## src/osi_pkg.sv

```systemverilog
package osi_pkg;

  localparam int unsigned CLK_HZ = 200_000_000;
  localparam int unsigned CLK_KHZ = CLK_HZ / 1000;
  localparam int unsigned BAUD = 115_200;
  localparam int unsigned BIT_CYC = CLK_HZ / BAUD;

  // figures in milliseconds, counts derived from the clock rate
  localparam int unsigned ERR_MS = 5000;
  localparam int unsigned SLOW_MS = 2000;
  localparam int unsigned FAST_MS = 500;
  localparam int unsigned FLASH_MS = 125;
  localparam int unsigned PULSE_MS = 200;
  localparam int unsigned CODE_MS = 1600;
  localparam int unsigned RESTART_MS = 3000;
  localparam int unsigned ACT_MS = 20;
  localparam int unsigned ERR_CYC = ERR_MS * CLK_KHZ;
  localparam int unsigned SLOW_CYC = SLOW_MS * CLK_KHZ;
  localparam int unsigned FAST_CYC = FAST_MS * CLK_KHZ;
  localparam int unsigned FLASH_CYC = FLASH_MS * CLK_KHZ;
  localparam int unsigned PULSE_CYC = PULSE_MS * CLK_KHZ;
  localparam int unsigned CODE_CYC = CODE_MS * CLK_KHZ;
  localparam int unsigned RESTART_CYC = RESTART_MS * CLK_KHZ;
  localparam int unsigned ACT_CYC = ACT_MS * CLK_KHZ;

  // flash code over eight units: on, off, on, then a long pause
  localparam logic [7:0] CODE_MASK = 8'h05;

  localparam logic [7:0] CMD_GET_STATE = 8'h40;
  localparam int unsigned ID_LEN = 5;
  localparam logic [4:0][7:0] ID_SEQ = {8'h3B, 8'h31, 8'h3F, 8'h5B, 8'h1B};

  localparam int unsigned SW_HOMED_BIT = 0;
  localparam int unsigned SW_SCRIPT_BIT = 1;
  localparam int unsigned SW_TEMP_WARN_BIT = 2;
  localparam int unsigned SW_POWER_FAIL_BIT = 3;
  localparam int unsigned SW_EMERGENCY_HALT_FLAG_BIT = 4;
  localparam int unsigned SW_WARN_BIT = 5;

  typedef enum logic [2:0] {
    RGB_OFF = 3'h0,
    RGB_BLUE = 3'h1,
    RGB_GREEN = 3'h2,
    RGB_RED = 3'h4,
    RGB_VIOLET = 3'h5,
    RGB_YELLOW = 3'h6,
    RGB_WHITE = 3'h7
  } rgb_t;

  // gray along load, start, run; error and software fault off path
  typedef enum logic [2:0] {
    ST_LOAD = 3'h0,
    ST_START = 3'h1,
    ST_RUN = 3'h3,
    ST_SWF = 3'h2,
    ST_ERR = 3'h4
  } boot_t;

endpackage : osi_pkg

```

## src/serial_if.sv

```systemverilog
`timescale 1ns/1ps
interface serial_if;
  logic tx_valid;
  logic tx_ready;
  logic [7:0] tx_byte;
  logic rx_valid;
  logic [7:0] rx_byte;
  modport port (input tx_valid, input tx_byte, output tx_ready, output rx_valid,
    output rx_byte);
  modport user (output tx_valid, output tx_byte, input tx_ready, input rx_valid,
    input rx_byte);
endinterface : serial_if

```

## src/operating_state_indicator.sv

```systemverilog
`timescale 1ns/1ps
// Notes on behaviour
// - blue steady while loading firmware
// - load failure: red five seconds, retry loader
// - terminal detected: relay messages, show violet
// - serial 115200 baud, 8N1
// - send identification escape sequence at start-up
// - blue flashing while firmware starts up
// - slow white pulsation while waiting
// - fast white pulsation while busy
// - fast green pulsation while script runs
// - fast yellow pulsation on warning limit
// - single green pulse after good command
// - single red pulse after failed command
// - critical fault: fast red, block motion
// - software fault: halt, code two short, restart
// - activity LED lit when enabled, flickers
// - query 40h returns status word anytime
// - status word holds status and fault flags
// - ackable faults set emergency halt flag
module operating_state_indicator import osi_pkg::*; #(
  parameter int unsigned N_IF = 3,
  parameter int unsigned ERR_CYCLES = ERR_CYC,
  parameter int unsigned SLOW_CYCLES = SLOW_CYC,
  parameter int unsigned FAST_CYCLES = FAST_CYC,
  parameter int unsigned FLASH_CYCLES = FLASH_CYC,
  parameter int unsigned PULSE_CYCLES = PULSE_CYC,
  parameter int unsigned CODE_CYCLES = CODE_CYC,
  parameter int unsigned RESTART_CYCLES = RESTART_CYC,
  parameter int unsigned ACT_CYCLES = ACT_CYC,
  parameter int unsigned BIT_CYCLES = BIT_CYC
) (
  input wire logic i_clk,
  input wire logic i_rst_n,
  input wire logic i_load_fail,
  input wire logic i_load_done,
  input wire logic i_sys_ready,
  input wire logic i_term_detect,
  input wire logic i_msg_valid,
  input wire logic [7:0] i_msg_byte,
  output logic o_msg_ready,
  input wire logic i_busy,
  input wire logic i_script_run,
  input wire logic i_warn,
  input wire logic i_cmd_ok,
  input wire logic i_cmd_err,
  input wire logic i_crit_fault,
  input wire logic i_fault_ack,
  input wire logic i_sw_fault,
  input wire logic i_homed,
  input wire logic i_temp_warn,
  input wire logic i_power_fail,
  input wire logic [N_IF-1:0] i_if_en,
  input wire logic [N_IF-1:0] i_if_act,
  input wire logic i_rxd,
  output logic o_txd,
  output logic [2:0] o_led_rgb,
  output logic [N_IF-1:0] o_if_led,
  output logic o_motion_enable,
  output logic o_halt,
  output logic o_loader_restart,
  output logic o_sys_restart
);
  if (N_IF < 1 || SLOW_CYCLES < 1024 || FAST_CYCLES < 1024 || FLASH_CYCLES < 2
      || PULSE_CYCLES < 2 || CODE_CYCLES < 16 || ERR_CYCLES < 16
      || RESTART_CYCLES < 2 || ACT_CYCLES < 2) begin : g_chk
    $error("operating_state_indicator: timing parameters too small");
  end

  // 512 ramp steps per pulsation period
  localparam logic [31:0] SL_LAST = 32'(SLOW_CYCLES / 512 - 1);
  localparam logic [31:0] FA_LAST = 32'(FAST_CYCLES / 512 - 1);
  localparam logic [31:0] FL_LAST = 32'(FLASH_CYCLES - 1);
  localparam logic [31:0] CD_LAST = 32'(CODE_CYCLES / 8 - 1);
  localparam logic [31:0] ERR_LAST = 32'(ERR_CYCLES - 1);
  localparam logic [31:0] RS_LAST = 32'(RESTART_CYCLES - 1);
  localparam logic [31:0] OS_LEN = 32'(PULSE_CYCLES);
  localparam logic [31:0] ACT_LEN = 32'(ACT_CYCLES);
  localparam logic [2:0] ID_END = 3'(ID_LEN);

  typedef struct packed {
    boot_t st;
    logic term;
    logic crit;
    logic [31:0] tmr;
    logic ldr_rst;
    logic sys_rst;
    logic [7:0] pwm;
    logic [31:0] sl_div;
    logic [8:0] sl_ramp;
    logic [31:0] fa_div;
    logic [8:0] fa_ramp;
    logic [31:0] fl_div;
    logic fl_lvl;
    logic [31:0] os_cnt;
    logic os_red;
    logic [31:0] cd_div;
    logic [2:0] cd_ph;
    logic [2:0] id_idx;
    logic [1:0] rep_cnt;
    logic [15:0] rep_word;
    rgb_t rgb;
    logic [N_IF-1:0][31:0] act;
    logic [N_IF-1:0] led;
  } st_t;

  st_t s_r;
  st_t s_nxt;
  serial_if sio ();
  logic tx_fire;

  uart_link #(
    .BIT_CYCLES(BIT_CYCLES)
  ) u_link (
    .i_clk(i_clk),
    .i_rst_n(i_rst_n),
    .sio(sio),
    .i_rxd(i_rxd),
    .o_txd(o_txd)
  );

  // triangle brightness against the pwm sweep gives a soft pulsation
  function automatic logic tri_on(input logic [8:0] ramp, input logic [7:0] pwm);
    tri_on = (ramp[8] ? ~ramp[7:0] : ramp[7:0]) > pwm;
  endfunction : tri_on

  function automatic logic [31:0] count_down(input logic [31:0] c);
    count_down = (c == 32'h0) ? 32'h0 : c - 32'h1;
  endfunction : count_down

  // transmit order: identification, query reply, boot messages
  always_comb begin
    sio.tx_valid = 1'b0;
    sio.tx_byte = 8'h00;
    o_msg_ready = !s_r.term;
    if (s_r.id_idx != ID_END) begin
      sio.tx_valid = 1'b1;
      sio.tx_byte = ID_SEQ[s_r.id_idx];
    end else if (s_r.rep_cnt != 2'h0) begin
      sio.tx_valid = 1'b1;
      sio.tx_byte = (s_r.rep_cnt == 2'h2) ? s_r.rep_word[7:0] : s_r.rep_word[15:8];
    end else if (s_r.term) begin
      sio.tx_valid = i_msg_valid;
      sio.tx_byte = i_msg_byte;
      o_msg_ready = sio.tx_ready;
    end
  end
  assign tx_fire = sio.tx_valid && sio.tx_ready;

  always_comb begin
    s_nxt = s_r;
    s_nxt.ldr_rst = 1'b0;
    s_nxt.sys_rst = 1'b0;
    s_nxt.pwm = s_r.pwm + 8'h01;
    s_nxt.sl_div = (s_r.sl_div >= SL_LAST) ? 32'h0 : s_r.sl_div + 32'h1;
    s_nxt.sl_ramp = s_r.sl_ramp + ((s_r.sl_div >= SL_LAST) ? 9'h001 : 9'h000);
    s_nxt.fa_div = (s_r.fa_div >= FA_LAST) ? 32'h0 : s_r.fa_div + 32'h1;
    s_nxt.fa_ramp = s_r.fa_ramp + ((s_r.fa_div >= FA_LAST) ? 9'h001 : 9'h000);
    s_nxt.fl_div = (s_r.fl_div >= FL_LAST) ? 32'h0 : s_r.fl_div + 32'h1;
    s_nxt.fl_lvl = s_r.fl_lvl ^ (s_r.fl_div >= FL_LAST);
    s_nxt.cd_div = (s_r.cd_div >= CD_LAST) ? 32'h0 : s_r.cd_div + 32'h1;
    s_nxt.cd_ph = s_r.cd_ph + ((s_r.cd_div >= CD_LAST) ? 3'h1 : 3'h0);
    s_nxt.tmr = count_down(s_r.tmr);
    if (i_term_detect) begin
      s_nxt.term = 1'b1;
    end
    // a new fault in the acknowledge cycle stays latched
    if (i_fault_ack) begin
      s_nxt.crit = 1'b0;
    end
    if (i_crit_fault) begin
      s_nxt.crit = 1'b1;
    end
    s_nxt.os_cnt = count_down(s_r.os_cnt);
    if (i_cmd_ok || i_cmd_err) begin
      s_nxt.os_cnt = OS_LEN;
      s_nxt.os_red = i_cmd_err;
    end
    unique case (s_r.st)
      ST_LOAD: begin
        if (i_load_fail) begin
          s_nxt.st = ST_ERR;
          s_nxt.tmr = ERR_LAST;
        end else if (i_load_done) begin
          s_nxt.st = ST_START;
        end
      end
      ST_ERR: begin
        if (s_r.tmr == 32'h0) begin
          s_nxt.st = ST_LOAD;
          s_nxt.ldr_rst = 1'b1;
        end
      end
      ST_START: begin
        if (i_sys_ready) begin
          s_nxt.st = ST_RUN;
        end
      end
      ST_RUN: begin
      end
      ST_SWF: begin
        if (s_r.tmr == 32'h0) begin
          s_nxt.st = ST_LOAD;
          s_nxt.sys_rst = 1'b1;
          s_nxt.crit = 1'b0;
        end
      end
      default: begin
        s_nxt.st = ST_LOAD;
      end
    endcase
    if (i_sw_fault && (s_r.st == ST_START || s_r.st == ST_RUN)) begin
      s_nxt.st = ST_SWF;
      s_nxt.tmr = RS_LAST;
      s_nxt.cd_div = 32'h0;
      s_nxt.cd_ph = 3'h0;
    end
    if (tx_fire && s_r.id_idx != ID_END) begin
      s_nxt.id_idx = s_r.id_idx + 3'h1;
    end else if (tx_fire && s_r.rep_cnt != 2'h0) begin
      s_nxt.rep_cnt = s_r.rep_cnt - 2'h1;
    end
    if (sio.rx_valid && sio.rx_byte == CMD_GET_STATE) begin
      s_nxt.rep_cnt = 2'h2;
      s_nxt.rep_word = 16'h0000;
      s_nxt.rep_word[SW_HOMED_BIT] = i_homed;
      s_nxt.rep_word[SW_SCRIPT_BIT] = i_script_run;
      s_nxt.rep_word[SW_TEMP_WARN_BIT] = i_temp_warn;
      s_nxt.rep_word[SW_POWER_FAIL_BIT] = i_power_fail;
      s_nxt.rep_word[SW_EMERGENCY_HALT_FLAG_BIT] = s_r.crit;
      s_nxt.rep_word[SW_WARN_BIT] = i_warn;
    end
    unique case (s_r.st)
      ST_LOAD: s_nxt.rgb = s_r.term ? RGB_VIOLET : RGB_BLUE;
      ST_ERR: s_nxt.rgb = RGB_RED;
      ST_START: s_nxt.rgb = s_r.fl_lvl ? RGB_BLUE : RGB_OFF;
      ST_SWF: s_nxt.rgb = CODE_MASK[s_r.cd_ph] ? RGB_RED : RGB_OFF;
      ST_RUN: begin
        if (s_r.crit) begin
          s_nxt.rgb = tri_on(s_r.fa_ramp, s_r.pwm) ? RGB_RED : RGB_OFF;
        end else if (s_r.os_cnt != 32'h0) begin
          s_nxt.rgb = s_r.os_red ? RGB_RED : RGB_GREEN;
        end else if (!tri_on(i_busy || i_warn || i_script_run ? s_r.fa_ramp
            : s_r.sl_ramp, s_r.pwm)) begin
          s_nxt.rgb = RGB_OFF;
        end else if (i_warn) begin
          s_nxt.rgb = RGB_YELLOW;
        end else if (i_script_run) begin
          s_nxt.rgb = RGB_GREEN;
        end else begin
          s_nxt.rgb = RGB_WHITE;
        end
      end
      default: s_nxt.rgb = RGB_OFF;
    endcase
    // traffic darkens the LED for one span, then lit for one span
    for (int i = 0; i < N_IF; i++) begin
      s_nxt.act[i] = count_down(s_r.act[i]);
      if (i_if_act[i] && s_r.act[i] == 32'h0) begin
        s_nxt.act[i] = ACT_LEN + ACT_LEN;
      end
      s_nxt.led[i] = i_if_en[i] && !(s_r.act[i] > ACT_LEN);
    end
  end

  always_ff @(posedge i_clk or negedge i_rst_n) begin
    if (!i_rst_n) begin
      s_r <= '0;
    end else begin
      s_r <= s_nxt;
    end
  end

  assign o_led_rgb = s_r.rgb;
  assign o_if_led = s_r.led;
  assign o_motion_enable = (s_r.st == ST_RUN) && !s_r.crit;
  assign o_halt = (s_r.st == ST_SWF);
  assign o_loader_restart = s_r.ldr_rst;
  assign o_sys_restart = s_r.sys_rst;
endmodule : operating_state_indicator

```

## src/uart_link.sv

```systemverilog
`timescale 1ns/1ps
module uart_link import osi_pkg::*; #(
  parameter int unsigned BIT_CYCLES = BIT_CYC
) (
  input wire logic i_clk,
  input wire logic i_rst_n,
  serial_if.port sio,
  input wire logic i_rxd,
  output logic o_txd
);
  if (BIT_CYCLES < 16 || BIT_CYCLES > 2047) begin : g_chk
    $error("uart_link: bit time out of range");
  end

  localparam logic [10:0] BIT_LAST = 11'(BIT_CYCLES - 1);
  localparam logic [10:0] HALF_LAST = 11'(BIT_CYCLES / 2 - 1);

  typedef struct packed {
    logic [10:0] tcnt;
    logic [3:0] tbits;
    logic [9:0] tsh;
    logic tbusy;
    logic txd;
    logic [10:0] rcnt;
    logic [3:0] rbits;
    logic [7:0] rsh;
    logic rbusy;
    logic rvalid;
    logic [7:0] rbyte;
  } ser_t;

  ser_t s_r;
  ser_t s_nxt;

  assign sio.tx_ready = !s_r.tbusy;
  assign sio.rx_valid = s_r.rvalid;
  assign sio.rx_byte = s_r.rbyte;
  assign o_txd = s_r.txd;

  always_comb begin
    s_nxt = s_r;
    s_nxt.rvalid = 1'b0;
    // 8 data bits lsb first, no parity, one stop bit
    if (!s_r.tbusy) begin
      if (sio.tx_valid) begin
        s_nxt.tsh = {1'b1, sio.tx_byte, 1'b0};
        s_nxt.txd = 1'b0;
        s_nxt.tbits = 4'h9;
        s_nxt.tcnt = BIT_LAST;
        s_nxt.tbusy = 1'b1;
      end
    end else if (s_r.tcnt != 11'h000) begin
      s_nxt.tcnt = s_r.tcnt - 11'h001;
    end else if (s_r.tbits == 4'h0) begin
      s_nxt.tbusy = 1'b0;
    end else begin
      s_nxt.tsh = s_r.tsh >> 1;
      s_nxt.txd = s_r.tsh[1];
      s_nxt.tbits = s_r.tbits - 4'h1;
      s_nxt.tcnt = BIT_LAST;
    end
    // sample mid-bit; a start bit gone high again is a glitch
    if (!s_r.rbusy) begin
      if (!i_rxd) begin
        s_nxt.rbusy = 1'b1;
        s_nxt.rcnt = HALF_LAST;
        s_nxt.rbits = 4'h0;
      end
    end else if (s_r.rcnt != 11'h000) begin
      s_nxt.rcnt = s_r.rcnt - 11'h001;
    end else begin
      s_nxt.rcnt = BIT_LAST;
      s_nxt.rbits = s_r.rbits + 4'h1;
      if (s_r.rbits == 4'h0) begin
        s_nxt.rbusy = !i_rxd;
      end else if (s_r.rbits == 4'h9) begin
        s_nxt.rbusy = 1'b0;
        s_nxt.rvalid = i_rxd;
        s_nxt.rbyte = s_r.rsh;
      end else begin
        s_nxt.rsh = {i_rxd, s_r.rsh[7:1]};
      end
    end
  end

  always_ff @(posedge i_clk or negedge i_rst_n) begin
    if (!i_rst_n) begin
      s_r <= '0;
      s_r.txd <= 1'b1;
    end else begin
      s_r <= s_nxt;
    end
  end
endmodule : uart_link
```

## config.mk

```make
export PLATFORM = sky130hd
export DESIGN_NAME = operating_state_indicator
export DESIGN_NICKNAME = d
export VERILOG_FILES = /design/src/osi_pkg.sv /design/src/serial_if.sv /design/src/operating_state_indicator.sv /design/src/uart_link.sv
export SDC_FILE = /design/constraint.sdc
export NUM_CORES = 1
export LEC_CHECK = 0
export ABC_AREA = 1
export CAP_MARGIN = 20
export CORE_MARGIN = 2
export CORE_UTILIZATION = 58
export CTS_CLUSTER_SIZE = 20
export DETAILED_ROUTE_END_ITERATION = 16
export DONT_BUFFER_PORTS = 1
export PLACE_DENSITY = 0.74
export SYNTH_ARGS = -nofsm -noshare
export SYNTH_HDL_FRONTEND = slang
export SYNTH_SLANG_ARGS = --single-unit
```

## constraint.sdc

```tcl
create_clock -name i_clk -period 3.7 [get_ports i_clk]
set_input_delay 0.37 -clock i_clk [delete_from_list [all_inputs] [get_ports i_clk]]
set_output_delay 0.37 -clock i_clk [all_outputs]
set_load 0.1 [all_outputs]
```

==> results.yml <==
yosys:
  syn_avg_cell_area_um2: 8.24
  yosysTopAreaCell: "dfrtp_1"
  synth_enable_flop_cells: 0
  ys_warn_count: 0
  synthArstFlopShare: 1.00
  yosysSeqAreaShare: 0.476
  synth_top_area_frac: 0.475
  yosys-top-cells-area: "dfrtp_1 48%, nor2_1 9.3%, nand2_1 7.8%"
  synthFlopType: "dfrtp_1"
  synthCells: 2562
  ys_seq_elements: 402
  netlist_area_um2: 21100
  synth.distinct_cells: 59
floorplanning:
  dieArea_um2: 38000
  start_util: 0.591
  die_w_um: 195
  pin_count: 45
  die_h_um: 195
  row_count: 69
  core-area_um2: 35700
min_path:
  hold_path.class: "in2async"
timing:
  holdWs_ps: -500
  slew_headroom: 0.272
  setup_viol: 0
  finalSetupTns_ps: 0
  max_clock_freq_ghz: 0.371
  tightest_slew_ps: 1090
  finalCriticalPeriod_ps: 2700
  worst_slack_ps: 1000
  rsz0062_at_grt: "false"
  finalHoldViolations: 402
  maxSlewViolCount: 0
  clock_skew_ps: 22.4
  min_period_over_period: 0.728
layout:
  fin_area_um2: 23400
  antennaDiodeCount: 0
  layout-drive-gt1-share: 0.0783
  syn_to_final_growth_pct: 10.7
  nNetsFinal: 2718
  n_fill_cell: 2929
  regArea_um2: 10100
  multi_input_area_um2: 9880
  mostFrequentLayoutCells: "525 x nor2_1, 438 x nand2_1, 401 x dfrtp_1"
  final_common_cell: "nor2_1"
  utilization: 0.654
critical_path:
  cp.arrival_ps: 2330
  critPathCaptureType: "output port"
  cp-endpoint: "o_msg_ready"
  reg2reg_depth: 13
  crit_required_ps: 3330
  rr_endpoint: "s_r[232]"
  ff2ff_setup_slack_ps: 1000
  critPathLaunchType: "register"
  r2r_start: "s_r[233]"
  startpoint: "s_r[121]"
  cp_max_fo: 7
  path_class: "reg2out"
place:
  dp_hpwl_mm: 29.2
  placement.io_buffers: 0
  dpl-instance-area_um2: 21700
  gp_congestion: 0.892
  dp_slack_ps: 730
pwr:
  leakagePower_nw: 10.6
  powerDensity_nw_per_um2: 457
  ir_drop_uv: 347
route:
  viasPerCell: 5.25
  drc_errors: 0
  first_pass_iters: 5
  drtIter0Drc: 954
  wl_per_cell_um: 13.4
  top_layer: "met4"
  wirelength_mm: 41.9
  wl_met1_mm: 19.5
  dr_wl_met2_mm: 19.9
  dr_wl_met3_mm: 1.61
  postRouteAntennaNets: 0
  via_count: 16400
cts:
  post_cts_buffers: 0
  cts_made_buffers: 45
  path_clk_slew_ps: 60
  clock_path_buffers: 3
  ctsHoldBuffers: 13
  ctsResizeCount: 0
  cts_tree: "yes"
  clock-sinks: 402
  cts-root-buf: "clkbuf_16"
  clkLatencyLatePin_ps: 570
  h-tree-depth: 2
run:
  maxCapViolCount: 0
run_status:
  violations: "negative hold slack"
  status: "finished with violations"
global_route:
  gr-usage-all-layers: 0.227
  antenna_found_initial: 0
  grt_max_degree: 403
  grt_pass1_vias: 16200
  grt-ovfl-total: 0
  grt_pass1_wl_mm: 73.2
==> worst min path at each step <==
stage	from	end	slack [ps]	cells after the start
2_1_floorplan	i_rst_n	o_if_led[0]	70	0
4_1_cts	i_rst_n	s_r[177]	-520	0
3_5_place_dp	i_rst_n	s_r[118]	80	0
5_1_grt	i_rst_n	s_r[186]	-530	0
6_report	i_rst_n	s_r[177]	-500	0
3_3_place_gp	i_rst_n	s_r[186]	90	0
==> area by class of cell <==
| cell class | count | share of cell area |
|---|---|---|
| clock buffer | 60 | 0.0549 |
| multi-input combinational | 1873 | 0.423 |
| sequential | 402 | 0.430 |
| tap | 461 | 0.0247 |
| inverter | 295 | 0.0475 |
| timing repair buffer | 17 | 0.00760 |
| clock inverter | 21 | 0.0122 |
==> report_power, final <==
group | switching (mW) | internal, mW | leakage, nW | total, mW
Combinational | 0.645 | 0.417 | 4.93 | 1.06
Sequential | 0.318 | 4.65 | 4.95 | 4.97
Clock | 1.80 | 2.86 | 0.774 | 4.66
Total | 2.77 | 7.93 | 10.6 | 10.7
==> logic make-up (layout without fill, tap and decap cells) <==
group,Yosys count,in the layout,synth area share
flip-flops,402,402,0.476
multiplexers,3,3,0.00148
buffers and inverters,325,393,0.0627
XOR/XNOR,181,181,0.0751
AND/OR/NAND/NOR,1345,1345,0.286
adder cells (fa/ha/maj),51,51,0.0302
AO/OA/AOI/OAI,254,254,0.0677
other,1,39,0.000178
==> state kept, by name, summed over array words and instances (netlist names) <==
register             cells
s_r                    335
u_link.sio.rx_valid      1
o_loader_restart         1
o_led_rgb                3
o_sys_restart            1
o_if_led                 3
u_link.s_r              49
u_link.o_txd             1
u_link.sio.rx_byte       8
==> synthesized netlist by cell type (all sizes together) (2+ instances only) <==
| cell type | instances |
|---|---|
| a31oi | 9 |
| o21ai | 136 |
| dfrtp | 401 |
| o21bai | 6 |
| mux2i | 2 |
| nand3b | 6 |
| xnor2 | 55 |
| nand4 | 68 |
| a211oi | 2 |
| o31ai | 3 |
| buf | 28 |
| clkbuf | 2 |
| ha | 51 |
| nor3b | 16 |
| nor4 | 17 |
| o21a | 4 |
| nand2 | 455 |
| nor2 | 573 |
| or2 | 5 |
| o22ai | 7 |
| nor3 | 68 |
| inv | 295 |
| nand3 | 134 |
| a22oi | 3 |
| a21oi | 75 |
| xor2 | 126 |
| o211ai | 3 |
==> per-layer routing <==
layer,GRT usage,up-vias
met5,0,-
met4,0.0625,0
met3,0.0383,72
met2,0.382,250
met1,0.305,7775
li1,-,8332
==> stage by stage <==
step           power (mW)  std cells
2_1_floorplan        5.82       2600
3_3_place_gp         6.01       3035
3_5_place_dp         6.08       3035
4_1_cts              10.8       3129
5_1_grt              11.2       3129
6_report             10.7       3129
==> critical path, cell delays in order, from the launching register on <==
cell     delay, ps
dfrtp_1        420
inv_1           70
ha_1           150
nand2_1        140
nor2_1         230
nand2_1         70
nand2_1        670
Note: power is estimated with default switching activity, not from simulation.
